`src/inc/ldjr_pkg.sv`:
```
package ldjr_pkg;
	// ****************************************************************
	// Opcodes
	// ****************************************************************
	localparam logic [3:0] JR_NIB      = 4'hb;
	localparam logic [3:0] LD_IM_NIB   = 4'hc;
	localparam logic [3:0] LD_RR_NIB   = 4'h8;
	localparam logic [3:0] LD_STR_NIB  = 4'h9;
	localparam logic [7:0] OP_BIT      = 8'h47;
	localparam logic [7:0] OP_IND_LD   = 8'hc3;
	localparam logic [7:0] OP_IND_ST   = 8'hd3;
	localparam logic [7:0] OP_SHORT_LD = 8'he7;
	localparam logic [7:0] OP_SHORT_ST = 8'hf7;
	localparam logic [7:0] OP_LONG_LD  = 8'ha7;
	localparam logic [7:0] OP_LONG_ST  = 8'hb7;
	localparam logic [7:0] OP_LD_GG    = 8'he4;
	localparam logic [7:0] OP_LD_GIM   = 8'he6;
	// ****************************************************************
	// Cycle counts and lengths
	// ****************************************************************
	localparam logic [3:0] CYC_JR    = 4'h6;
	localparam logic [3:0] CYC_BIT   = 4'h6;
	localparam logic [3:0] CYC_IND   = 4'ha;
	localparam logic [3:0] CYC_SHORT = 4'hc;
	localparam logic [3:0] CYC_LONG  = 4'he;
	localparam logic [3:0] CYC_LD2   = 4'h4;
	localparam logic [3:0] CYC_LD3   = 4'h6;
	localparam logic [3:0] CYC_NONE  = 4'h4;
	localparam logic [3:0] CNT_MAX   = 4'hf;
	// ****************************************************************
	// Flag positions
	// ****************************************************************
	localparam int FLAG_C = 7;
	localparam int FLAG_Z = 6;
	localparam int FLAG_S = 5;
	localparam int FLAG_V = 4;
	typedef enum logic [3:0] {K_NONE, K_JR, K_BIT, K_IND, K_SHORT, K_LONG,
		K_LD_IM, K_LD_RR, K_LD_STR, K_LD_GG, K_LD_GIM} kind_t;
	typedef enum logic [2:0] {S_IDLE, S_RDA, S_RDB, S_RDC, S_MEM, S_PAD} state_t;
endpackage

```
`src/rtl/ldjr_exec.sv`:
```
`timescale 1ns/1ns
// How it works
// [RQ1] Taken condition adds displacement, else falls through
// [RQ2] Signed 8-bit displacement from next instruction
// [RQ3] Jump: two bytes, six cycles, cc nibble
// [RQ4] No flag bit ever written
// [RQ5] Plain load copies source, source untouched
// [RQ6] Bit load moves one bit, others kept
// [RQ7] Bit load opcode 47, three bytes, direction
// [RQ8] Memory move between register and memory
// [RQ9] Even pair program memory, odd data
// [RQ10] C3/D3 indirect, two bytes, ten cycles
// [RQ11] E7/F7 add one-byte index, twelve cycles
// [RQ12] A7/B7 add two-byte index, low first
// [RQ13] Pair 0-1 long form means direct address
// [RQ14] Program stores optional on masked parts
// [RQ15] Sixteen-entry condition table against flags
module ldjr_exec #(
	parameter bit PGM_WRITE_EN = 1'b1
) (
	// Clock and reset
	input  wire logic        core_clk,
	input  wire logic        rst_b,
	input  wire logic        clk_en,
	// Instruction in
	input  wire logic        instr_valid,
	output logic             instr_ready,
	input  wire logic [7:0]  instr_b0,
	input  wire logic [7:0]  instr_b1,
	input  wire logic [7:0]  instr_b2,
	input  wire logic [7:0]  instr_b3,
	input  wire logic [15:0] instr_pc,
	input  wire logic [7:0]  flags_in,
	input  wire logic [3:0]  work_page,
	// Completion
	output logic             exec_done,
	output logic [15:0]      pc_out,
	output logic             unsupported,
	output logic             flags_wr_en,
	// Register file
	output logic [7:0]       rf_rd_addr,
	input  wire logic [7:0]  rf_rd_data,
	output logic             rf_wr_en,
	output logic [7:0]       rf_wr_addr,
	output logic [7:0]       rf_wr_data,
	// Memory
	output logic             mem_req,
	output logic             mem_we,
	output logic             mem_data_sel,
	output logic [15:0]      mem_addr,
	output logic [7:0]       mem_wdata,
	input  wire logic        mem_ack,
	input  wire logic [7:0]  mem_rdata
);
	import ldjr_pkg::*;

	// ****************************************************************
	// Condition table
	// ****************************************************************
	function automatic logic cond_true(input logic [3:0] cc, input logic [7:0] f);
		logic base;
		base = 1'b0;
		case (cc[2:0])
			3'h0: base = 1'b0;
			3'h1: base = f[FLAG_S] ^ f[FLAG_V];
			3'h2: base = f[FLAG_Z] | (f[FLAG_S] ^ f[FLAG_V]);
			3'h3: base = f[FLAG_C] | f[FLAG_Z];
			3'h4: base = f[FLAG_V];
			3'h5: base = f[FLAG_S];
			3'h6: base = f[FLAG_Z];
			default: base = f[FLAG_C];
		endcase
		return base ^ cc[3]; // RQ15
	endfunction

	function automatic logic [7:0] work(input logic [3:0] pg, input logic [3:0] n);
		return {pg, n};
	endfunction

	// ****************************************************************
	// State
	// ****************************************************************
	state_t      state_r, state_nxt;
	kind_t       kind_r, kind_nxt;
	logic [7:0]  b0_r, b0_nxt, b1_r, b1_nxt, b2_r, b2_nxt, b3_r, b3_nxt;
	logic [15:0] pc_r, pc_nxt;
	logic [3:0]  cyc_r, cyc_nxt, cnt_r, cnt_nxt, pg_r, pg_nxt;
	logic [7:0]  op_a_r, op_a_nxt, op_b_r, op_b_nxt;
	logic        unsup_r, unsup_nxt;
	logic        rfw_r, rfw_nxt;
	logic [7:0]  rfa_r, rfa_nxt, rfd_r, rfd_nxt;
	logic        mwe_r, mwe_nxt, msel_r, msel_nxt;
	logic [15:0] madr_r, madr_nxt;
	logic [7:0]  mwd_r, mwd_nxt;
	logic        is_mem, is_store, direct;
	logic [3:0]  rr;
	logic [15:0] idx;
	logic [15:0] disp;

	assign rr       = b1_r[3:0];
	assign is_mem   = (kind_r == K_IND) || (kind_r == K_SHORT) || (kind_r == K_LONG);
	assign is_store = b0_r[4];
	assign direct   = (kind_r == K_LONG) && (rr[3:1] == 3'h0); // RQ13
	assign idx      = (kind_r == K_LONG) ? {b3_r, b2_r} :
	                  (kind_r == K_SHORT) ? {8'h00, b2_r} : 16'h0000;
	assign disp     = {{8{instr_b1[7]}}, instr_b1}; // RQ2

	always_comb begin
		state_nxt = state_r;
		kind_nxt  = kind_r;
		b0_nxt    = b0_r;
		b1_nxt    = b1_r;
		b2_nxt    = b2_r;
		b3_nxt    = b3_r;
		pc_nxt    = pc_r;
		cyc_nxt   = cyc_r;
		pg_nxt    = pg_r;
		cnt_nxt   = (cnt_r == CNT_MAX) ? cnt_r : cnt_r + 4'h1;
		op_a_nxt  = op_a_r;
		op_b_nxt  = op_b_r;
		unsup_nxt = unsup_r;
		rfw_nxt   = 1'b0;
		rfa_nxt   = rfa_r;
		rfd_nxt   = rfd_r;
		mwe_nxt   = mwe_r;
		msel_nxt  = msel_r;
		madr_nxt  = madr_r;
		mwd_nxt   = mwd_r;
		rf_rd_addr = 8'h00;
		exec_done  = 1'b0;
		case (state_r)
			S_IDLE: begin
				cnt_nxt = 4'h1;
				if (instr_valid) begin
					b0_nxt    = instr_b0;
					b1_nxt    = instr_b1;
					b2_nxt    = instr_b2;
					b3_nxt    = instr_b3;
					pg_nxt    = work_page;
					unsup_nxt = 1'b0;
					state_nxt = S_RDA;
					if (instr_b0[3:0] == JR_NIB) begin
						kind_nxt = K_JR; // RQ3
						cyc_nxt  = CYC_JR;
						pc_nxt   = instr_pc + 16'h0002; // RQ2
						if (cond_true(instr_b0[7:4], flags_in))
							pc_nxt = instr_pc + 16'h0002 + disp; // RQ1
					end else if (instr_b0[3:0] == LD_IM_NIB) begin
						kind_nxt = K_LD_IM;
						cyc_nxt  = CYC_LD2;
						pc_nxt   = instr_pc + 16'h0002;
					end else if (instr_b0[3:0] == LD_RR_NIB) begin
						kind_nxt = K_LD_RR;
						cyc_nxt  = CYC_LD2;
						pc_nxt   = instr_pc + 16'h0002;
					end else if (instr_b0[3:0] == LD_STR_NIB) begin
						kind_nxt = K_LD_STR;
						cyc_nxt  = CYC_LD2;
						pc_nxt   = instr_pc + 16'h0002;
					end else begin
						case (instr_b0)
							OP_BIT: begin
								kind_nxt = K_BIT; // RQ7
								cyc_nxt  = CYC_BIT;
								pc_nxt   = instr_pc + 16'h0003;
							end
							OP_IND_LD, OP_IND_ST: begin
								kind_nxt = K_IND; // RQ10
								cyc_nxt  = CYC_IND;
								pc_nxt   = instr_pc + 16'h0002;
							end
							OP_SHORT_LD, OP_SHORT_ST: begin
								kind_nxt = K_SHORT; // RQ11
								cyc_nxt  = CYC_SHORT;
								pc_nxt   = instr_pc + 16'h0003;
							end
							OP_LONG_LD, OP_LONG_ST: begin
								kind_nxt = K_LONG; // RQ12
								cyc_nxt  = CYC_LONG;
								pc_nxt   = instr_pc + 16'h0004;
							end
							OP_LD_GG, OP_LD_GIM: begin
								kind_nxt = (instr_b0 == OP_LD_GG) ? K_LD_GG : K_LD_GIM;
								cyc_nxt  = CYC_LD3;
								pc_nxt   = instr_pc + 16'h0003;
							end
							default: begin
								kind_nxt  = K_NONE;
								cyc_nxt   = CYC_NONE;
								unsup_nxt = 1'b1;
								pc_nxt    = instr_pc + 16'h0001;
							end
						endcase
					end
				end
			end
			S_RDA: begin
				rf_rd_addr = (kind_r == K_BIT) ? work(pg_r, b1_r[7:4]) :
				             work(pg_r, {rr[3:1], 1'b0}); // RQ9
				op_a_nxt   = rf_rd_data;
				state_nxt  = S_RDB;
			end
			S_RDB: begin
				rf_rd_addr = (kind_r == K_BIT) ? b2_r :
				             is_mem ? work(pg_r, {rr[3:1], 1'b1}) : b1_r;
				op_b_nxt   = rf_rd_data;
				state_nxt  = S_RDC;
			end
			S_RDC: begin
				rf_rd_addr = (kind_r == K_LD_STR) ? work(pg_r, b0_r[7:4]) :
				             work(pg_r, b1_r[7:4]);
				state_nxt  = S_PAD;
				case (kind_r)
					K_BIT: begin
						rfw_nxt = 1'b1; // RQ6
						if (!b1_r[0]) begin
							rfa_nxt = work(pg_r, b1_r[7:4]);
							rfd_nxt = {op_a_r[7:1], op_b_r[b1_r[3:1]]};
						end else begin
							rfa_nxt = b2_r;
							rfd_nxt = op_b_r;
							rfd_nxt[b1_r[3:1]] = op_a_r[0];
						end
					end
					K_LD_IM: begin
						rfw_nxt = 1'b1; // RQ5
						rfa_nxt = work(pg_r, b0_r[7:4]);
						rfd_nxt = b1_r;
					end
					K_LD_RR: begin
						rfw_nxt = 1'b1; // RQ5
						rfa_nxt = work(pg_r, b0_r[7:4]);
						rfd_nxt = op_b_r;
					end
					K_LD_STR: begin
						rfw_nxt = 1'b1; // RQ5
						rfa_nxt = b1_r;
						rfd_nxt = rf_rd_data;
					end
					K_LD_GG: begin
						rfw_nxt = 1'b1; // RQ5
						rfa_nxt = b2_r;
						rfd_nxt = op_b_r;
					end
					K_LD_GIM: begin
						rfw_nxt = 1'b1; // RQ5
						rfa_nxt = b1_r;
						rfd_nxt = b2_r;
					end
					K_IND, K_SHORT, K_LONG: begin
						madr_nxt = direct ? {b3_r, b2_r} : {op_a_r, op_b_r} + idx; // RQ12
						msel_nxt = rr[0]; // RQ9
						mwe_nxt  = is_store; // RQ8
						mwd_nxt  = rf_rd_data;
						if (!(is_store && !rr[0] && !PGM_WRITE_EN))
							state_nxt = S_MEM; // RQ14
					end
					default: state_nxt = S_PAD;
				endcase
			end
			S_MEM: begin
				if (mem_ack) begin
					if (!mwe_r) begin
						rfw_nxt = 1'b1; // RQ8
						rfa_nxt = work(pg_r, b1_r[7:4]);
						rfd_nxt = mem_rdata;
					end
					state_nxt = S_PAD;
				end
			end
			S_PAD: begin
				if (cnt_r >= cyc_r) begin
					exec_done = 1'b1;
					state_nxt = S_IDLE;
				end
			end
			default: state_nxt = S_IDLE;
		endcase
	end

	always_ff @(posedge core_clk or negedge rst_b) begin
		if (!rst_b) begin
			state_r <= S_IDLE;
			kind_r  <= K_NONE;
			b0_r    <= 8'h00;
			b1_r    <= 8'h00;
			b2_r    <= 8'h00;
			b3_r    <= 8'h00;
			pc_r    <= 16'h0000;
			cyc_r   <= 4'h0;
			cnt_r   <= 4'h0;
			pg_r    <= 4'h0;
			op_a_r  <= 8'h00;
			op_b_r  <= 8'h00;
			unsup_r <= 1'b0;
			rfw_r   <= 1'b0;
			rfa_r   <= 8'h00;
			rfd_r   <= 8'h00;
			mwe_r   <= 1'b0;
			msel_r  <= 1'b0;
			madr_r  <= 16'h0000;
			mwd_r   <= 8'h00;
		end else if (clk_en) begin
			state_r <= state_nxt;
			kind_r  <= kind_nxt;
			b0_r    <= b0_nxt;
			b1_r    <= b1_nxt;
			b2_r    <= b2_nxt;
			b3_r    <= b3_nxt;
			pc_r    <= pc_nxt;
			cyc_r   <= cyc_nxt;
			cnt_r   <= cnt_nxt;
			pg_r    <= pg_nxt;
			op_a_r  <= op_a_nxt;
			op_b_r  <= op_b_nxt;
			unsup_r <= unsup_nxt;
			rfw_r   <= rfw_nxt;
			rfa_r   <= rfa_nxt;
			rfd_r   <= rfd_nxt;
			mwe_r   <= mwe_nxt;
			msel_r  <= msel_nxt;
			madr_r  <= madr_nxt;
			mwd_r   <= mwd_nxt;
		end
	end

	// ****************************************************************
	// Outputs
	// ****************************************************************
	assign instr_ready  = (state_r == S_IDLE);
	assign pc_out       = pc_r;
	assign unsupported  = unsup_r;
	assign flags_wr_en  = 1'b0; // RQ4
	assign rf_wr_en     = rfw_r & clk_en;
	assign rf_wr_addr   = rfa_r;
	assign rf_wr_data   = rfd_r;
	assign mem_req      = (state_r == S_MEM);
	assign mem_we       = mwe_r;
	assign mem_data_sel = msel_r;
	assign mem_addr     = madr_r;
	assign mem_wdata    = mwd_r;

	// ****************************************************************
	// Checks
	// ****************************************************************
	jr_taken_a: assert property (@(posedge core_clk) disable iff (!rst_b) // RQ1
		(clk_en && instr_ready && instr_valid && instr_b0[3:0] == JR_NIB
		 && cond_true(instr_b0[7:4], flags_in)) |=>
		pc_out == $past(instr_pc) + 16'h0002 + {{8{$past(instr_b1[7])}}, $past(instr_b1)})
		else $error("taken jump target wrong");
	jr_cycles_a: assert property (@(posedge core_clk) disable iff (!rst_b) // RQ3
		(clk_en && instr_ready && instr_valid && instr_b0[3:0] == JR_NIB) ##1 clk_en [*6]
		|-> exec_done)
		else $error("jump did not finish in six cycles");
	flags_hold_a: assert property (@(posedge core_clk) disable iff (!rst_b) // RQ4
		exec_done |-> !flags_wr_en)
		else $error("flags written");
	bit_keep_a: assert property (@(posedge core_clk) disable iff (!rst_b) // RQ6
		(rf_wr_en && kind_r == K_BIT && !b1_r[0]) |-> rf_wr_data[7:1] == op_a_r[7:1])
		else $error("bit load disturbed other bits");
	store_src_a: assert property (@(posedge core_clk) disable iff (!rst_b) // RQ8
		(rf_wr_en && is_mem) |-> !mwe_r)
		else $error("store wrote register file");
	mem_space_a: assert property (@(posedge core_clk) disable iff (!rst_b) // RQ9
		(mem_req && !direct) |-> mem_data_sel == rr[0])
		else $error("memory space select wrong");
	mem_cycles_a: assert property (@(posedge core_clk) disable iff (!rst_b) // RQ10
		(exec_done && kind_r == K_IND) |-> cnt_r >= CYC_IND)
		else $error("indirect move too short");
	long_addr_a: assert property (@(posedge core_clk) disable iff (!rst_b) // RQ12
		(mem_req && kind_r == K_LONG && !direct) |->
		mem_addr == {op_a_r, op_b_r} + {b3_r, b2_r})
		else $error("long index address wrong");
	direct_addr_a: assert property (@(posedge core_clk) disable iff (!rst_b) // RQ13
		(mem_req && direct) |-> mem_addr == {b3_r, b2_r} && mem_data_sel == rr[0])
		else $error("direct address wrong");
	rom_store_a: assert property (@(posedge core_clk) disable iff (!rst_b) // RQ14
		(mem_req && mem_we && !PGM_WRITE_EN) |-> mem_data_sel)
		else $error("program store on masked part");
endmodule

```
`config.mk`:
```
export PLATFORM = sky130hd
export DESIGN_NAME = ldjr_exec
export DESIGN_NICKNAME = d
export VERILOG_FILES = /design/src/inc/ldjr_pkg.sv /design/src/rtl/ldjr_exec.sv
export SDC_FILE = /design/constraint.sdc
export NUM_CORES = 1
export LEC_CHECK = 0
export ABC_AREA = 1
export BUFFER_PORTS_ARGS = -buffer_cell sky130_fd_sc_hd__buf_2
export CAP_MARGIN = 20
export CELL_PAD_IN_SITES_DETAIL_PLACEMENT = 1
export CELL_PAD_IN_SITES_GLOBAL_PLACEMENT = 1
export CORE_MARGIN = 2
export CORE_UTILIZATION = 35
export CTS_CLUSTER_DIAMETER = 100
export DETAILED_ROUTE_END_ITERATION = 8
export GPL_TIMING_DRIVEN = 0
export PLACE_DENSITY_LB_ADDON = 0.1
export SYNTH_ARGS = -nofsm -noshare
export SYNTH_HDL_FRONTEND = slang
export SYNTH_SLANG_ARGS = --single-unit
```
`constraint.sdc`:
```
create_clock -name core_clk -period 3.4 [get_ports core_clk]
set_clock_uncertainty 0.1 [all_clocks]
set_input_delay 0.17 -clock core_clk [delete_from_list [all_inputs] [get_ports core_clk]]
set_output_delay 0.17 -clock core_clk [all_outputs]
set_load 0.03 [all_outputs]
```
# Word-level counts from Yosys, hierarchy flattened
# Index checks and enable logic that the tools add are counted.
# Widths: inputs -> output; s select.
[op_classes] addsub=7 order_cmp=3 n_eq_ne=41 muxes=62 bitwise=5 n_reduce_logical=28
[op_table] cell="$mux 16" n=7
[op_table] cell="$mux 8" n=9
[op_table] cell="$eq 8x8->1 const B" n=8
[op_table] cell="$mux 4" n=12
[op_table] cell="$pmux 16 s3" n=1
[op_table] cell="$pmux 8 s5" n=1
[op_table] cell="$add 16x16->16" n=2
[op_table] cell="$add 16x2->16 const B" n=2
[op_table] cell="$eq 4x4->1 const B" n=8
[op_table] cell="$pmux 8 s2" n=2
[op_table] cell="$pmux 8 s4" n=1
[op_table] cell="$pmux 8 s3" n=1
[op_table] cell="$pmux 4 s5" n=1
[op_table] cell="$pmux 3 s6" n=1
[op_table] cell="$add 16x1->16 const B" n=1
[op_table] cell="$add 16x3->16 const B" n=1
[op_table] cell="$eq 4x3->1 const B" n=4
[op_table] cell="$mux 1" n=16
[op_table] cell="$pmux 4 s4" n=1
[op_table] cell="$eq 3x3->1 const B" n=5
[op_table] cell="$reduce_or 2->1" n=7
[op_table] cell="$eq 3x2->1 const B" n=4
[op_table] cell="$reduce_and 5->1" n=2
[op_table] cell="$logic_not 3->1" n=3
[op_table] cell="31 further kinds" n=46
[word_totals] register_bits=127 in_bits=81 output_inout_bits=72 word_cells=166

# Longest topological paths before layout
[depth] ltp_word=9 mapped_depth=23 mapped_depth_nobuf=23

# Least setup slack after synthesis
# OpenSTA, ideal clock, no wires.
[synth_timing] path_type="input -> register" startpoint="input instr_pc[1]" endpoint="register pc_r[15], in the netlist pc_out[15]" setup_time_ps=113 arrival_time_ps=2211 t_required_ps=3187 setup_slack_ps=977 stages=21 path_buffers=0 path_cell_list="ha_1 -> inv_1 -> nor2_2 -> nand2_1 -> nor2_2 -> nand2_1 -> xor2_1 -> inv_1 -> ha_1 -> nand2_1 -> nor2_1 -> and3_1 -> nand2_1 -> nand3_1 -> nand2_1 -> inv_1 -> nand2_1 -> nand2_1 -> nand3_1 -> nand2_1 -> inv_1"
[synth_between] elab_chain_cells=6 word_cells_on_any_way=11 cone_classes="add/sub: 5; mux: 6"
[synth_lines] item="start: declaration" line_no="ldjr_exec.sv:32" source="input wire logic [15:0] instr_pc,"
[synth_lines] item="branches (longest 5 deep; another with $add 16x2->16)"
[synth_lines] item="$mux 16 (*)" line_no="ldjr_exec.sv:142" source="if (instr_b0[3:0] == JR_NIB) begin"
[synth_lines] item="end signal: assignment" line_no="ldjr_exec.sv:310" source="pc_r <= pc_nxt;"
[synth_lines] item="end: declaration" line_no="ldjr_exec.sv:86" source="logic [15:0] pc_r, pc_nxt;"
# Mark *: on every way between the ends.
# A chain may end at the register's enable or synchronous reset.

# Worst setup path after layout
# Same ends and word-level chain as after synthesis.

==> out/qor.csv <==
stage,metric,value,unit
die,chipHeight,167,um
job,cap_viol_max_count,0,
yosys,syn-cell-area,9340,um^2
die,core,26100,um^2
timing,slew_headroom,0.538,
yosys,yosysTopAreaCellShare,0.327,
cells_and_area,final_cell_mix,"383 x nand2_1, 158 x inv_1, 158 x buf_2, 138 x o21ai_0, 122 x dfrtp_1",
worst_hold_path,hold_path_class,in -> reg,
yosys,synth_nets,1515,
power_and_ir_drop,swShare,0.502,
yosys,seq_area_frac_synth,0.327,
placement,port_buffers,146,
clock_tree,cts_buffers,17,
outcome,violations,DRC,
critical_path,cp.arrival,3230,ps
timing,post-route-period-util,0.879,
critical_path,rrSetupSlack,620,ps
worst_hold_path,min_path_cells,3,
route,antenna_left,0,
critical_path,worst_r2r_path_depth,14,
critical_path,crit_type,in -> reg,
placement,place_area,10500,um^2
cells_and_area,fin_area,11500,um^2
timing,fmax,335,MHz
yosys,synthArstFlopShare,1.00,
cells_and_area,regArea,3050,um^2
clock_tree,clk_latency,440,ps
timing,rsz0062_at_grt,false,
critical_path,critPathLaunchType,input port,
power_and_ir_drop,peakVddDrop,0.439,mV
power_and_ir_drop,fin_total_pwr,9.46,mW
cells_and_area,final_core_util,0.442,
critical_path,cp_slowest_cell,ha_1,
route,drc,12,
outcome,status,finished with violations,
power_and_ir_drop,intPower,4.71,mW
yosys,synth-seq-cells,122,
critical_path,r2r_start,kind_r[2],
route,routed_wl,38.6,mm
cells_and_area,multi_input_area,5470,um^2
timing,layout_min_cycle_time,2990,ps
critical_path,r2r_end,mem_addr[11],
yosys,synth.distinct_cells,53,
die,placementRows,59,
die,die-area,28000,um^2
route,num_vias,10346,
critical_path,crit_required,3640,ps
route,via_per_inst,5.31,
timing,setup-tns-final,0,ps
cells_and_area,fin_nets,1720,
clock_tree,cts_buffer_depth,2,
yosys,synth_cells,1394,
die,die_w,167,um
worst_hold_path,holdPathEnd,mem_wdata[2],
timing,setup_viol,0,
grt,grt_pass1_wl,60.9,mm
yosys,yosys.area.top_type,dfrtp_1,
grt,gr-total-overflow,0,
yosys,syn_avg_cell_area,6.70,um^2
timing,drv_slew,0,
power_and_ir_drop,power.density,820,nW/um^2
placement,place.gp.congestion,0.937,
power_and_ir_drop,p_clk_frac,0.209,
clock_tree,root_buffer,clkbuf_16,
worst_hold_path,min_from,rf_rd_data[2],
power_and_ir_drop,p_comb_frac,0.490,
die,pin_count,153,
timing,hold_viol,0,
power_and_ir_drop,p_leak,5.88,nW
critical_path,cp_cell_sequence,"buf_2, ha_1, inv_1, nor2_2, nand2_1, nor2_2, nand2_1, xor2_2, inv_1, ha_1, nand2_1, nor2_1, and3_1, nand2_1, nand3_1, nand2_1, inv_1, nand2_1, nand2_1, nand3_1, nand2_1, inv_1",
cells_and_area,post_route_cells_drive_above_1_share,0.153,
timing,worst_pin_slew,687,ps
yosys,synth_top_flop_cell,dfrtp_1,
cells_and_area,n_fill_cell,3465,
grt,grt_pass1_vias,10857,
route,wl_per_cell,19.8,um
clock_tree,cts_tree,done,
clock_tree,cts_sinks,122,
grt,grt_start_max_net_pins,67,
critical_path,critPathMaxFanout,7,
critical_path,slowest_delay,400,ps
grt,antenna_found_initial,0,
power_and_ir_drop,p_sw,4.75,mW
cells_and_area,final_common_cell,nand2_1,
yosys,synth_warnings,0,
critical_path,end_kind,flop,
cells_and_area,area_growth,23.6,%
critical_path,crit_top_cell,nand2_1,
clock_tree,clk_pin_slew_worst_paths,70,ps
die,initial_core_util,0.357,
route,drt_iter0_drc,576,
clock_tree,htreeDepth,4,
yosys,synth_edf_count,0,
power_and_ir_drop,p_seq_frac,0.301,
yosys,ys_top_cells_by_area,"dfrtp_1 33%, nand2_1 15%, o21ai_0 7.4%, inv_1 6.4%, nand3_1 5.4%",
grt,grt_usage,0.282,
placement,dpl.hpwl,30.3,mm
route,first_pass_iters,7,
cells in the mapped netlist, types with 2 or more instances:
library cell / count
inv_2: 14
nor3b_1: 2
nand4_1: 10
a31oi_1: 4
xor2_1: 20
clkbuf_1: 16
dfrtp_1: 122
a21boi_0: 5
nor2_2: 3
or2_2: 9
nor3_1: 18
nor2_1: 113
a21boi_1: 5
o221ai_1: 4
a21oi_2: 7
nor3_2: 3
o21ai_1: 27
inv_1: 158
o2111ai_1: 3
a21o_1: 4
o21bai_1: 4
nor2_4: 4
xnor2_1: 7
ha_1: 37
o21ai_0: 138
a21oi_1: 81
a22oi_1: 2
o22ai_1: 24
o211ai_1: 13
mux2i_1: 2
buf_4: 5
nand2_2: 2
nand3_1: 101
buf_2: 13
fa_1: 3
nor4_1: 5
nand2_1: 383
a211oi_1: 7
nand2_4: 2
power groups by stage:
stage / clock [mW] / sequential (mW) / combinational, mW
CTS: 2.01 / 2.84 / 4.64
detailed placement: 0 / 2.85 / 4.57
global placement: 0 / 2.85 / 4.47
floorplan: 0 / 3.20 / 2.50
global route: 2.07 / 2.92 / 5.15
finish: 1.98 / 2.85 / 4.63
worst max-delay path, delay by kind of cell:
family	cells	cell delay, ps
XOR/XNOR	1	290
adder cells (fa/ha/maj)	2	630
buffers and inverters	5	490
AND/OR/NAND/NOR	14	1620
stage by stage:
step	hold WS [ps]	instances	worst slack, ps
after floorplan	-226	1394	977
after global placement	278	1875	-116
after detailed placement	75.6	1876	-185
after CTS	0.753	1947	263
after global routing	24.6	1947	103
final	12.5	1948	412
worst max path at each step:
stage | from | endpoint | slack (ps) | depth (start not counted)
5_1_grt | instr_pc[1] | pc_out[15] | 100 | 22
4_1_cts | instr_pc[1] | pc_out[15] | 260 | 22
3_3_place_gp | instr_pc[1] | pc_out[15] | -120 | 22
3_5_place_dp | instr_pc[1] | pc_out[15] | -180 | 22
6_report | instr_pc[1] | pc_out[15] | 410 | 22
2_1_floorplan | instr_pc[1] | pc_out[15] | 980 | 21
layout make-up:
cell class / instances / share of cell area
Multi-Input combinational cell: 1064 / 0.474
Sequential cell: 122 / 0.264
Timing Repair Buffer: 186 / 0.100
Inverter: 172 / 0.0559
Clock buffer: 18 / 0.0380
Tap cell: 335 / 0.0363
Clock inverter: 14 / 0.0158
Buffer: 36 / 0.0154
Antenna cell: 1 / 0.000217
repair_timing:
item                                    4_1_cts  5_1_grt
buffers inserted                              0        0
hold endpoints to repair                     94        0
hold buffers                                 39        0
endpoints found under the setup margin        0        1
gates resized for setup                       0        1
cells by family (layout without fill, tap and decap cells):
| family | Yosys count | after routing | share of synthesized area |
|---|---|---|---|
| simple gates | 661 | 661 | 0.300 |
| mux | 2 | 2 | 0.00214 |
| buf+inv | 208 | 426 | 0.0882 |
| other cells | 1 | 2 | 0.000402 |
| fa+ha+maj | 40 | 40 | 0.0560 |
| xor+xnor | 27 | 27 | 0.0253 |
| flops | 122 | 122 | 0.327 |
| compound gates | 333 | 333 | 0.201 |
metal layers:
layer / up-vias / part of all wire / GRT usage
met3: 62 / 0.033 / 0.0336
met1: 5034 / 0.43 / 0.349
met5: - / 0 / 0
met2: 214 / 0.51 / 0.512
met4: 0 / 0.028 / 0.0888
li1: 5036 / - / -
Note: power is estimated with default switching activity, not from simulation.
